$ cat src/rtl/itac_regs.svh
// Purpose: register indices, field positions, reset values of the indirect access front-end
// Assumes: byte address of a register is four times its index
// Notes:   definitions only
`ifndef ITAC_REGS_SVH
`define ITAC_REGS_SVH

// Register indices
`define ITAC_IDX_CMD_CTRL  8'h6e
`define ITAC_IDX_ADDR_LOW  8'h6f
`define ITAC_IDX_DATA_TOP  8'h70
`define ITAC_IDX_DATA_LOW  8'h78
`define ITAC_IDX_STATUS    8'h7e

// Bus geometry
`define ITAC_AXI_ADDR_W    10
`define ITAC_DATA_W        69
`define ITAC_DATA_BYTES    9

// Command control fields
`define ITAC_SEL_HI        7
`define ITAC_SEL_LO        5
`define ITAC_DIR_BIT       4
`define ITAC_TSEL_HI       3
`define ITAC_TSEL_LO       2
`define ITAC_AHI_HI        1
`define ITAC_AHI_LO        0

// Target-space selector codes
`define ITAC_SEL_TABLE     3'h0
`define ITAC_SEL_ENERGY    3'h1
`define ITAC_SEL_ACCESS    3'h2
`define ITAC_SEL_RSVD      3'h3
`define ITAC_SEL_WAKE      3'h4
`define ITAC_SEL_CABLE     3'h5

// Table selector codes
`define ITAC_TBL_STATIC    2'h0
`define ITAC_TBL_VLAN      2'h1
`define ITAC_TBL_DYNAMIC   2'h2
`define ITAC_TBL_COUNTER   2'h3

// Reset values
`define ITAC_CMD_CTRL_RST  8'h00
`define ITAC_ADDR_LOW_RST  8'h00
`define ITAC_DATA_RST      69'h0

// Status bits
`define ITAC_ST_BUSY       0
`define ITAC_ST_RSVD_ERR   1
`define ITAC_ST_LAST_READ  2
`define ITAC_ST_OVERRUN    3

// Bus responses
`define ITAC_RESP_OKAY     2'h0
`define ITAC_RESP_SLVERR   2'h2

`endif

$ cat src/rtl/itac_pkg.sv
// Purpose: types shared by the indirect access front-end
// Assumes: nothing
// Notes:   target enumeration is carried on the command port
package itac_pkg;

  typedef enum logic [3:0] {
    itac_tgt_static,
    itac_tgt_vlan,
    itac_tgt_dynamic,
    itac_tgt_counter,
    itac_tgt_energy,
    itac_tgt_access,
    itac_tgt_wake,
    itac_tgt_cable,
    itac_tgt_none
  } itac_target_e;

  typedef enum logic {
    itac_idle,
    itac_wait
  } itac_state_e;

  typedef logic [11:0] itac_addr_t;

endpackage

$ cat src/rtl/itac_decode.sv
// Purpose: decode command control and low address byte into target and 12-bit address
// Assumes: purely combinational, evaluated at launch
// Notes:   selector codes 3, 6 and 7 decode as no target
`timescale 1ns/1ps
`include "itac_regs.svh"

module itac_decode (
  // Programmed values
  input  wire logic [7:0]                 ctrl,
  input  wire logic [7:0]                 addr_low,
  // Decoded command
  output itac_pkg::itac_target_e          target,
  output itac_pkg::itac_addr_t            addr,
  output logic      [3:0]                 port,
  output logic      [7:0]                 reg_ptr,
  output logic                            legal,
  output logic                            port_known
);
  import itac_pkg::*;

  logic [2:0] sel;
  logic [1:0] tsel;

  assign sel  = ctrl[`ITAC_SEL_HI:`ITAC_SEL_LO];
  assign tsel = ctrl[`ITAC_TSEL_HI:`ITAC_TSEL_LO];

  always_comb begin
    // Table mode folds bits 3:2 into a selector, else they are address 11:10
    if (sel == `ITAC_SEL_TABLE) begin
      addr = {2'h0, ctrl[`ITAC_AHI_HI:`ITAC_AHI_LO], addr_low};
    end else begin
      addr = {tsel, ctrl[`ITAC_AHI_HI:`ITAC_AHI_LO], addr_low};
    end
    port    = addr[11:8];
    reg_ptr = addr[7:0];
    legal   = 1'b1;
    unique case (sel)
      `ITAC_SEL_TABLE: begin
        unique case (tsel)
          `ITAC_TBL_STATIC:  target = itac_tgt_static;
          `ITAC_TBL_VLAN:    target = itac_tgt_vlan;
          `ITAC_TBL_DYNAMIC: target = itac_tgt_dynamic;
          `ITAC_TBL_COUNTER: target = itac_tgt_counter;
        endcase
      end
      `ITAC_SEL_ENERGY: target = itac_tgt_energy;
      `ITAC_SEL_ACCESS: target = itac_tgt_access;
      `ITAC_SEL_WAKE:   target = itac_tgt_wake;
      `ITAC_SEL_CABLE:  target = itac_tgt_cable;
      default: begin
        target = itac_tgt_none;
        legal  = 1'b0;
      end
    endcase
    // Global, port 1, 2, 4 and 5 register spaces
    unique case (port)
      4'h0, 4'h1, 4'h2, 4'h4, 4'h5: port_known = 1'b1;
      default:                      port_known = 1'b0;
    endcase
  end

endmodule

$ cat src/rtl/itac_top.sv
// Purpose: AXI4-Lite front-end that launches indirect table and register commands
// Assumes: one command engine outside answers each start with one cmd_done pulse
// Notes:   a write to the low address register is the only launch
// Behaviour
// - Selector 000 makes control bits 3:2 a table selector.
// - Selector 001 targets energy-efficient registers; port in address 11:8, pointer 7:0.
// - Selector 010 targets per-port access-list registers, same port and pointer split.
// - Selector 100 targets wake-event registers; 011 is reserved and not launched.
// - Selector 101 sends the command to cable diagnosis.
// - Control bit 4 chooses read when one, write when zero.
// - Table selector 00 static, 01 VLAN, 10 dynamic, 11 statistics counters.
// - Nonzero selector makes bits 3:2 address 11:10; 11:8 port, 7:0 register.
// - Port field 0000 global, 0001 port one, 0010 port two, 0100, 0101.
// - Control bits 1:0 hold indirect address bits 9:8.
// - Low address register holds address 7:0 and resets to zero.
// - Only a low address write launches; software writes it last.
// - Indirect data is 69 bits across nine byte registers, top holds 68:64.
`timescale 1ns/1ps
`include "itac_regs.svh"

module itac_top (
  // Clock and reset
  input  wire logic                              aclk,
  input  wire logic                              aresetn,
  // AXI4-Lite write address
  input  wire logic [`ITAC_AXI_ADDR_W-1:0]       s_axi_awaddr,
  input  wire logic                              s_axi_awvalid,
  output logic                                   s_axi_awready,
  // AXI4-Lite write data
  input  wire logic [31:0]                       s_axi_wdata,
  input  wire logic [3:0]                        s_axi_wstrb,
  input  wire logic                              s_axi_wvalid,
  output logic                                   s_axi_wready,
  // AXI4-Lite write response
  output logic      [1:0]                        s_axi_bresp,
  output logic                                   s_axi_bvalid,
  input  wire logic                              s_axi_bready,
  // AXI4-Lite read address
  input  wire logic [`ITAC_AXI_ADDR_W-1:0]       s_axi_araddr,
  input  wire logic                              s_axi_arvalid,
  output logic                                   s_axi_arready,
  // AXI4-Lite read data
  output logic      [31:0]                       s_axi_rdata,
  output logic      [1:0]                        s_axi_rresp,
  output logic                                   s_axi_rvalid,
  input  wire logic                              s_axi_rready,
  // Command to table engine
  output logic                                   cmd_start,
  output logic                                   cmd_read,
  output itac_pkg::itac_target_e                 cmd_target,
  output itac_pkg::itac_addr_t                   cmd_addr,
  output logic      [3:0]                        cmd_port,
  output logic      [7:0]                        cmd_reg_ptr,
  output logic                                   cmd_port_known,
  output logic      [`ITAC_DATA_W-1:0]           cmd_wdata,
  // Answer from table engine
  input  wire logic                              cmd_done,
  input  wire logic [`ITAC_DATA_W-1:0]           cmd_rdata
);
  import itac_pkg::*;

  // Bus side state
  logic                            awready_ff;
  logic                            wready_ff;
  logic                            bvalid_ff;
  logic [1:0]                      bresp_ff;
  logic                            arready_ff;
  logic                            rvalid_ff;
  logic [1:0]                      rresp_ff;
  logic [31:0]                     rdata_ff;
  logic                            aw_held_ff;
  logic [7:0]                      aw_idx_ff;
  logic                            w_held_ff;
  logic [7:0]                      w_byte_ff;
  logic                            w_lane_ff;
  // Register file
  logic [7:0]                      ctrl_ff;
  logic [7:0]                      addr_low_ff;
  logic [`ITAC_DATA_W-1:0]         data_ff;
  logic                            rsvd_err_ff;
  logic                            overrun_ff;
  logic                            last_read_ff;
  // Command side
  itac_state_e                     state_ff;
  logic                            start_ff;
  logic                            read_ff;
  itac_target_e                    target_ff;
  itac_addr_t                      addr_ff;
  logic [3:0]                      port_ff;
  logic [7:0]                      reg_ptr_ff;
  logic                            port_known_ff;
  // Combinational
  logic                            aw_take;
  logic                            w_take;
  logic                            ar_take;
  logic                            wr_fire;
  logic                            wr_en;
  logic                            wr_mapped;
  logic                            launch_req;
  logic                            busy;
  logic                            launch_ok;
  logic                            load_rd;
  logic [7:0]                      ar_idx;
  logic [8*`ITAC_DATA_BYTES-1:0]   data_pad;
  logic [8*`ITAC_DATA_BYTES-1:0]   rdata_pad;
  logic [8*`ITAC_DATA_BYTES-1:0]   nxt_data_pad;
  itac_target_e                    dec_target;
  itac_addr_t                      dec_addr;
  logic [3:0]                      dec_port;
  logic [7:0]                      dec_reg_ptr;
  logic                            dec_legal;
  logic                            dec_port_known;

  function automatic logic is_mapped(input logic [7:0] idx);
    is_mapped = (idx == `ITAC_IDX_CMD_CTRL) || (idx == `ITAC_IDX_ADDR_LOW) ||
                (idx == `ITAC_IDX_STATUS) ||
                ((idx >= `ITAC_IDX_DATA_TOP) && (idx <= `ITAC_IDX_DATA_LOW));
  endfunction

  assign aw_take    = s_axi_awvalid & awready_ff;
  assign w_take     = s_axi_wvalid & wready_ff;
  assign ar_take    = s_axi_arvalid & arready_ff;
  assign ar_idx     = s_axi_araddr[`ITAC_AXI_ADDR_W-1:2];
  assign wr_fire    = aw_held_ff & w_held_ff & ~bvalid_ff;
  assign wr_mapped  = is_mapped(aw_idx_ff);
  assign wr_en      = wr_fire & w_lane_ff & wr_mapped;
  assign busy       = (state_ff == itac_wait) | start_ff;
  assign launch_req = wr_en & (aw_idx_ff == `ITAC_IDX_ADDR_LOW);
  assign launch_ok  = launch_req & ~busy & dec_legal;
  assign load_rd    = (state_ff == itac_wait) & cmd_done & read_ff;
  assign data_pad   = {{(8*`ITAC_DATA_BYTES-`ITAC_DATA_W){1'b0}}, data_ff};
  assign rdata_pad  = {{(8*`ITAC_DATA_BYTES-`ITAC_DATA_W){1'b0}}, cmd_rdata};

  itac_decode u_decode (
    .ctrl       (ctrl_ff),
    .addr_low   (w_byte_ff),
    .target     (dec_target),
    .addr       (dec_addr),
    .port       (dec_port),
    .reg_ptr    (dec_reg_ptr),
    .legal      (dec_legal),
    .port_known (dec_port_known)
  );

  // Write channel: address and data taken in either order
  always_ff @(posedge aclk) begin
    if (!aresetn) begin
      awready_ff <= 1'b1;
      wready_ff  <= 1'b1;
      aw_held_ff <= 1'b0;
      w_held_ff  <= 1'b0;
      aw_idx_ff  <= 8'h00;
      w_byte_ff  <= 8'h00;
      w_lane_ff  <= 1'b0;
      bvalid_ff  <= 1'b0;
      bresp_ff   <= `ITAC_RESP_OKAY;
    end else begin
      if (aw_take) begin
        awready_ff <= 1'b0;
        aw_held_ff <= 1'b1;
        aw_idx_ff  <= s_axi_awaddr[`ITAC_AXI_ADDR_W-1:2];
      end
      if (w_take) begin
        wready_ff <= 1'b0;
        w_held_ff <= 1'b1;
        w_byte_ff <= s_axi_wdata[7:0];
        w_lane_ff <= s_axi_wstrb[0];
      end
      if (wr_fire) begin
        aw_held_ff <= 1'b0;
        w_held_ff  <= 1'b0;
        bvalid_ff  <= 1'b1;
        // Unmapped index or launch while busy is refused
        bresp_ff   <= (!wr_mapped || (launch_req && busy)) ? `ITAC_RESP_SLVERR : `ITAC_RESP_OKAY;
      end
      if (bvalid_ff && s_axi_bready) begin
        bvalid_ff  <= 1'b0;
        awready_ff <= 1'b1;
        wready_ff  <= 1'b1;
      end
    end
  end

  // Read channel: data one cycle after the address is taken
  always_ff @(posedge aclk) begin
    if (!aresetn) begin
      arready_ff <= 1'b1;
      rvalid_ff  <= 1'b0;
      rresp_ff   <= `ITAC_RESP_OKAY;
      rdata_ff   <= 32'h0;
    end else begin
      if (ar_take) begin
        arready_ff <= 1'b0;
        rvalid_ff  <= 1'b1;
        rresp_ff   <= is_mapped(ar_idx) ? `ITAC_RESP_OKAY : `ITAC_RESP_SLVERR;
        rdata_ff   <= 32'h0;
        if (ar_idx == `ITAC_IDX_CMD_CTRL) begin
          rdata_ff[7:0] <= ctrl_ff;
        end else if (ar_idx == `ITAC_IDX_ADDR_LOW) begin
          rdata_ff[7:0] <= addr_low_ff;
        end else if (ar_idx == `ITAC_IDX_STATUS) begin
          rdata_ff[`ITAC_ST_BUSY]      <= busy;
          rdata_ff[`ITAC_ST_RSVD_ERR]  <= rsvd_err_ff;
          rdata_ff[`ITAC_ST_LAST_READ] <= last_read_ff;
          rdata_ff[`ITAC_ST_OVERRUN]   <= overrun_ff;
        end else if (is_mapped(ar_idx)) begin
          // Index 0x70 holds the top five bits, 0x78 the lowest byte
          rdata_ff[7:0] <= data_pad[8*(`ITAC_IDX_DATA_LOW - ar_idx) +: 8];
        end
      end else if (rvalid_ff && s_axi_rready) begin
        rvalid_ff  <= 1'b0;
        arready_ff <= 1'b1;
      end
    end
  end

  // Control registers
  always_ff @(posedge aclk) begin
    if (!aresetn) begin
      ctrl_ff     <= `ITAC_CMD_CTRL_RST;
      addr_low_ff <= `ITAC_ADDR_LOW_RST;
    end else begin
      if (wr_en && aw_idx_ff == `ITAC_IDX_CMD_CTRL) begin
        ctrl_ff <= w_byte_ff;
      end
      if (launch_req && !busy) begin
        addr_low_ff <= w_byte_ff;
      end
    end
  end

  // Data bytes: engine load on a read answer wins over a software write
  generate
    for (genvar i = 0; i < `ITAC_DATA_BYTES; i++) begin : g_byte
      logic byte_we;
      assign byte_we = wr_en && (aw_idx_ff == `ITAC_IDX_DATA_LOW - 8'(i));
      assign nxt_data_pad[8*i +: 8] = load_rd ? rdata_pad[8*i +: 8] :
                                      byte_we ? w_byte_ff : data_pad[8*i +: 8];
    end
  endgenerate

  always_ff @(posedge aclk) begin
    if (!aresetn) begin
      data_ff <= `ITAC_DATA_RST;
    end else begin
      data_ff <= nxt_data_pad[`ITAC_DATA_W-1:0];
    end
  end

  // Sticky status; a new launch clears, a new fault sets
  always_ff @(posedge aclk) begin
    if (!aresetn) begin
      rsvd_err_ff  <= 1'b0;
      overrun_ff   <= 1'b0;
      last_read_ff <= 1'b0;
    end else begin
      if (launch_ok) begin
        rsvd_err_ff  <= 1'b0;
        overrun_ff   <= 1'b0;
        last_read_ff <= ctrl_ff[`ITAC_DIR_BIT];
      end
      if (launch_req && !busy && !dec_legal) begin
        rsvd_err_ff <= 1'b1;
      end
      if (launch_req && busy) begin
        overrun_ff <= 1'b1;
      end
    end
  end

  // Command sequencer
  always_ff @(posedge aclk) begin
    if (!aresetn) begin
      state_ff <= itac_idle;
    end else begin
      unique case (state_ff)
        itac_idle: if (launch_ok) state_ff <= itac_wait;
        itac_wait: if (cmd_done)  state_ff <= itac_idle;
      endcase
    end
  end

  always_ff @(posedge aclk) begin
    if (!aresetn) begin
      start_ff      <= 1'b0;
      read_ff       <= 1'b0;
      target_ff     <= itac_tgt_none;
      addr_ff       <= 12'h000;
      port_ff       <= 4'h0;
      reg_ptr_ff    <= 8'h00;
      port_known_ff <= 1'b0;
    end else begin
      start_ff <= launch_ok;
      if (launch_ok) begin
        read_ff       <= ctrl_ff[`ITAC_DIR_BIT];
        target_ff     <= dec_target;
        addr_ff       <= dec_addr;
        port_ff       <= dec_port;
        reg_ptr_ff    <= dec_reg_ptr;
        port_known_ff <= dec_port_known;
      end
    end
  end

  assign s_axi_awready  = awready_ff;
  assign s_axi_wready   = wready_ff;
  assign s_axi_bvalid   = bvalid_ff;
  assign s_axi_bresp    = bresp_ff;
  assign s_axi_arready  = arready_ff;
  assign s_axi_rvalid   = rvalid_ff;
  assign s_axi_rresp    = rresp_ff;
  assign s_axi_rdata    = rdata_ff;
  assign cmd_start      = start_ff;
  assign cmd_read       = read_ff;
  assign cmd_target     = target_ff;
  assign cmd_addr       = addr_ff;
  assign cmd_port       = port_ff;
  assign cmd_reg_ptr    = reg_ptr_ff;
  assign cmd_port_known = port_known_ff;
  assign cmd_wdata      = data_ff;
endmodule

$ cat config.mk
export PLATFORM = sky130hd
export DESIGN_NAME = itac_top
export DESIGN_NICKNAME = d
export VERILOG_FILES = /design/src/rtl/itac_pkg.sv /design/src/rtl/itac_decode.sv /design/src/rtl/itac_top.sv
export VERILOG_INCLUDE_DIRS = /design/src /design/src/rtl
export SDC_FILE = /design/constraint.sdc
export NUM_CORES = 1
export LEC_CHECK = 0
export BUFFER_PORTS_ARGS = -buffer_cell sky130_fd_sc_hd__buf_2
export CORE_MARGIN = 5
export CORE_UTILIZATION = 35
export CTS_BUF_LIST = sky130_fd_sc_hd__clkbuf_4 sky130_fd_sc_hd__clkbuf_8
export DETAILED_ROUTE_END_ITERATION = 10
export HOLD_SLACK_MARGIN = 0.06
export MAX_ROUTING_LAYER = met4
export SYNTH_ARGS = -nofsm -noshare
export SYNTH_HDL_FRONTEND = slang
export SYNTH_SLANG_ARGS = --single-unit
$ cat constraint.sdc
create_clock -name aclk -period 3.65 [get_ports aclk]
set_input_delay 0.365 -clock aclk [delete_from_list [all_inputs] [get_ports aclk]]
set_output_delay 0.365 -clock aclk [all_outputs]
set_load 0.02 [all_outputs]
==> flow_results.org <==
** Clocking
- The H-tree was split into 4 levels.
- In this run the post-CTS setup repair buffer count came out at 0.
- The root buffer cell chosen for the clock tree is clkbuf_8.
- Counting the buffers created by CTS gives 17.
- CTS saw 141 sinks.
- Post-CTS repair changed the size of 0 cells.
- Clock latency on the worst-skew pair, taken at its later pin, is 0.45 ns.
- Clock slew seen by the registers of the worst setup and hold paths :: 0.08 ns
- Bufs on Longest Clock Path :: 2
- TritonCTS built the clock tree.
- The number of hold buffers added after CTS was 0.

** Placement
- The count of buffers added on input and output ports is 216.
- Placement-stage worst setup slack :: roughly 1.2 ns
- The congestion estimate from routability-driven global placement came to 0.865.
- Post-detailed-placement half-perimeter wirelength :: about 18000 µm
- Cell total after placement :: approximately 1.2k

** Logic synthesis
- The commonest cells after synthesis are dfxtp_1, nand2_1, nand3_1.
- After synthesis, the largest family of logic cells by area is simple AND/OR/NAND/NOR gates.
- FF+latch count, synth :: about 140
- Total standard cell area after synthesis :: ~7200 µm²
- Post-Syn Area per Cell :: 8.60 µm²
- Of all cell types, the one taking the most synthesized area is dfxtp_1.
- The cell count after synthesis came out at 841.
- Among all flip-flop cells after synthesis, the most frequent one is dfxtp_1.
- Top cells by area in the synthesized netlist :: dfxtp_1, mux2i_1, mux4_2
- The portion of synthesized area spent on multiplexers is between 10% and 20%.
- Yosys mapped the design onto 66 distinct sky130hd cell types.
- The synthesized design devotes to its leading area cell type 39.0% of total area.
- Simple-gate share of the synthesized area :: 22.8%
- Most used standard cell by instance count after synthesis :: dfxtp_1
- Summing the areas of all xor and xnor instances in the mapped netlist gives 0.363% of the synthesized area.
- During synthesis, Yosys emitted a total of 0 warnings.
- Of the total synthesized cell area, the portion taken by full adders, half adders and majority gates is 0.519%.
- Of the synthesized area, sequential elements account for 39.0%.
- Summing the areas of all compound-gate instances in the mapped netlist gives 17.4% of the synthesized area.
- After synthesis, the share of flip-flops with an asynchronous set or reset is 0%.
- Count of flip-flops with a built-in enable after synthesis :: 0

** Drt
- After the first detailed-routing iteration, the DRC count stood at 518.
- Routed WL :: 25000 µm
- Drt first pass iters :: 8
- In the final routed layout, each cell accounts on average for 19.7 µm.
- Using the TritonRoute via totals, the vias-per-cell ratio works out to 5.39.
- DRC Markers :: 0
- Antenna Violating Nets Remaining :: 0
- The routed layout has approximately 6.9k vias.

** Setup path
- Worst Path Max Fanout :: 10
- Reg-to-reg setup timing slack :: 1.29 ns
- Worst R2R Start :: aw_idx_ff[3]$_SDFFE_PN0P_
- STA classifies the critical path endpoint as a flip-flop.
- STA puts the critical path data arrival time at between 2 and 3 ns.
- Reg-to-reg endpoint :: cmd_wdata[49]$_SDFFE_PN0P_
- WS Path Type :: flip-flop to flip-flop
- Standard cell with the maximum stage delay on the critical path :: a211oi_4
- STA classifies the critical path startpoint as a flip-flop.
- Number of buffer and inverter instances along the worst setup path :: 0
- Worst path top cell family by delay :: compound AO/OA/AOI/OAI gates
- Maximum single-stage delay on the critical path :: 0.61 ns
- The worst register-to-register path has a depth of 5.
- Worst path required time :: 3.95 ns
- The critical path goes through or4b_4 -> o21a_4 -> a211oi_4 -> mux2i_1 -> a211oi_1.
- The most critical setup path has its startpoint at aw_idx_ff[3]$_SDFFE_PN0P_.

** Global route
- Most Used Layer, Global Route :: met2
- Overall track demand over capacity in global routing :: 20.9%
- In the global route stage, met2 resource usage came out at between 30% and 40%.
- For met3 alone, demand over resource in global routing was 4.75%.
- Number of antenna violations at the first check in global routing :: 1
- The number of global-route vias before repair is 6594.
- Largest net degree at the start of global routing :: 65
- The first global-routing pass estimated 37800 µm of wire.
- The total overflow left after global routing is 0.
- Met1 track utilization from global routing :: 27.6%

** Hold path
- For hold timing, the worst endpoint is s_axi_wready$_SDFFE_PP1P_.
- Min-Delay Path Depth :: 2
- The tightest min-delay check is of the primary input to flip-flop type.
- HP Start :: s_axi_wvalid

** Floorplan
- Area of the core region :: 20300 µm²
- Initial Util :: between 30% and 40%
- The floorplan step set the die width to 154 µm.
- Die Outline Area :: 23600 µm²
- During I/O placement, the number of pins put on the boundary was 274.
- In this run the vertical extent of the chip is 154 µm.
- Site Rows :: 52

** Cells and area
- Once layout is complete, the cells apart from fillers number 1274.
- In the final layout, the share of cells above drive strength 1 is 28.6%.
- Relative to the synthesized area, the layout overhead comes to 19.0%.
- For this run, the post-layout net count is 1128.
- Measured on the finished design, the core utilization comes to between 40% and 50%.

** STA
- The worst path uses 64.7% of the clock period.
- Setup total negative slack on the finished layout was measured at 0 ns.
- After layout, the minimum clock period comes to 2.36 ns.
- Across all hold checks on the routed design, the worst slack comes to 0.114 ns.
- Fmax :: between 0.4 and 0.5 GHz
- Final-report setup violation count :: 0
- Setup repair after global routing left no endpoint under its margin.
- Max-slew headroom at the worst pin :: between 40 and 50%
- Slew @ Worst Pin :: 0.834 ns
- Max Transition Viols Final :: 0
- Maximum clock skew at final layout :: 0.0113 ns
- Final hold vios :: 0
- Crit path setup slack, layout :: 1.29 ns

** Pwr
- Summed over all cells, the static leakage comes to between 3 and 4 nW.
- IR analysis of the VDD net gives a maximum drop of 208 µV.
- Dividing total power by cell area gives a power density of between 300 and 400 nW/µm².

** Run
- Max-cap violations in this run came to 0.

** Status
- Status :: completed
## power breakdown
part           switching [W]  leakage [nW]  internal [W]
sequential         0.0000442          1.14       0.00156
clock               0.000596         0.185      0.000613
combinational       0.000187          2.29      0.000102
## worst max-delay path by stage
stage / cells past startpoint / to
after floorplan: 10 / s_axi_rdata[4]$_SDFFE_PN0P_
after global placement: 7 / s_axi_rdata[3]$_SDFFE_PN0P_
after detailed placement: 7 / s_axi_rdata[6]$_SDFFE_PN0P_
after CTS: 5 / cmd_wdata[49]$_SDFFE_PN0P_
after global routing: 5 / cmd_wdata[20]$_SDFFE_PN0P_
final: 5 / cmd_wdata[49]$_SDFFE_PN0P_
## kinds of logic after synthesis
| family | after synthesis |
|---|---|
| and+or+nand+nor | 325 |
| buffers and inverters | 127 |
| xor gates and xnor gates | 3 |
| other | 1 |
| adders and majority gates | 3 |
| muxes | 60 |
| AOI/OAI and AO/OA | 181 |
| DFF | 141 |
## routing by layer
layer,share of wire [%],vias up
met4,1.7,0
met2,48,270
met1,44,3244
met3,6.3,33
li1,-,3317
met5,0,-
## through the flow
stage | total power, W | instance area, µm²
2_1_floorplan | 0.00182 | 7330
3_3_place_gp | 0.00192 | 8240
3_5_place_dp | 0.00193 | 8240
4_1_cts | 0.00312 | 8610
5_1_grt | 0.00322 | 8610
6_report | 0.00310 | 8610
## sequential cells by signal, summed over array words and instances, names as in the netlist, 4 cells and up
register     flops
w_byte_ff        8
aw_idx_ff        8
s_axi_rdata      8
cmd_wdata       69
cmd_target       4
addr_low_ff      8
ctrl_ff          8
cmd_addr        12
## cells in the final DEF, fill, tap and decap left out, types with 4 or more instances in the layout
master,n
nand2b_1,6
a21oi_1,50
buf_2,215
and2_1,5
a31oi_1,4
o211ai_1,40
mux4_2,16
or3_1,5
nand4_1,40
nor2_1,65
a21boi_0,4
nand3b_1,4
clkbuf_8,20
buf_4,7
a211oi_1,34
o21ai_0,14
nand2_1,91
nor3_1,6
inv_1,10
dfxtp_1,141
nand3_1,70
and3b_1,6
nor2b_1,5
clkbuf_4,4
a32oi_1,5
conb_1,26
mux2i_1,41
## worst reg2reg max path: cells and delay by family (launching register included)
| kind | cells | cell delay, ns |
|---|---|---|
| simple gates | 1 | 0.52 |
| mux | 1 | 0.29 |
| flops | 1 | 0.53 |
| compound gates | 3 | 0.87 |
## area by class of cell
type | count | area [µm²]
fill | 2124 | 11700
multi-input combinational | 598 | 3890
clock buffer | 24 | 305
sequential | 141 | 2820
inverter | 11 | 41.3
antenna | 1 | 2.50
timing repair buffer | 223 | 1150
tap | 270 | 338
clock inverter | 6 | 62.6
(Power assumes the default switching activity.)
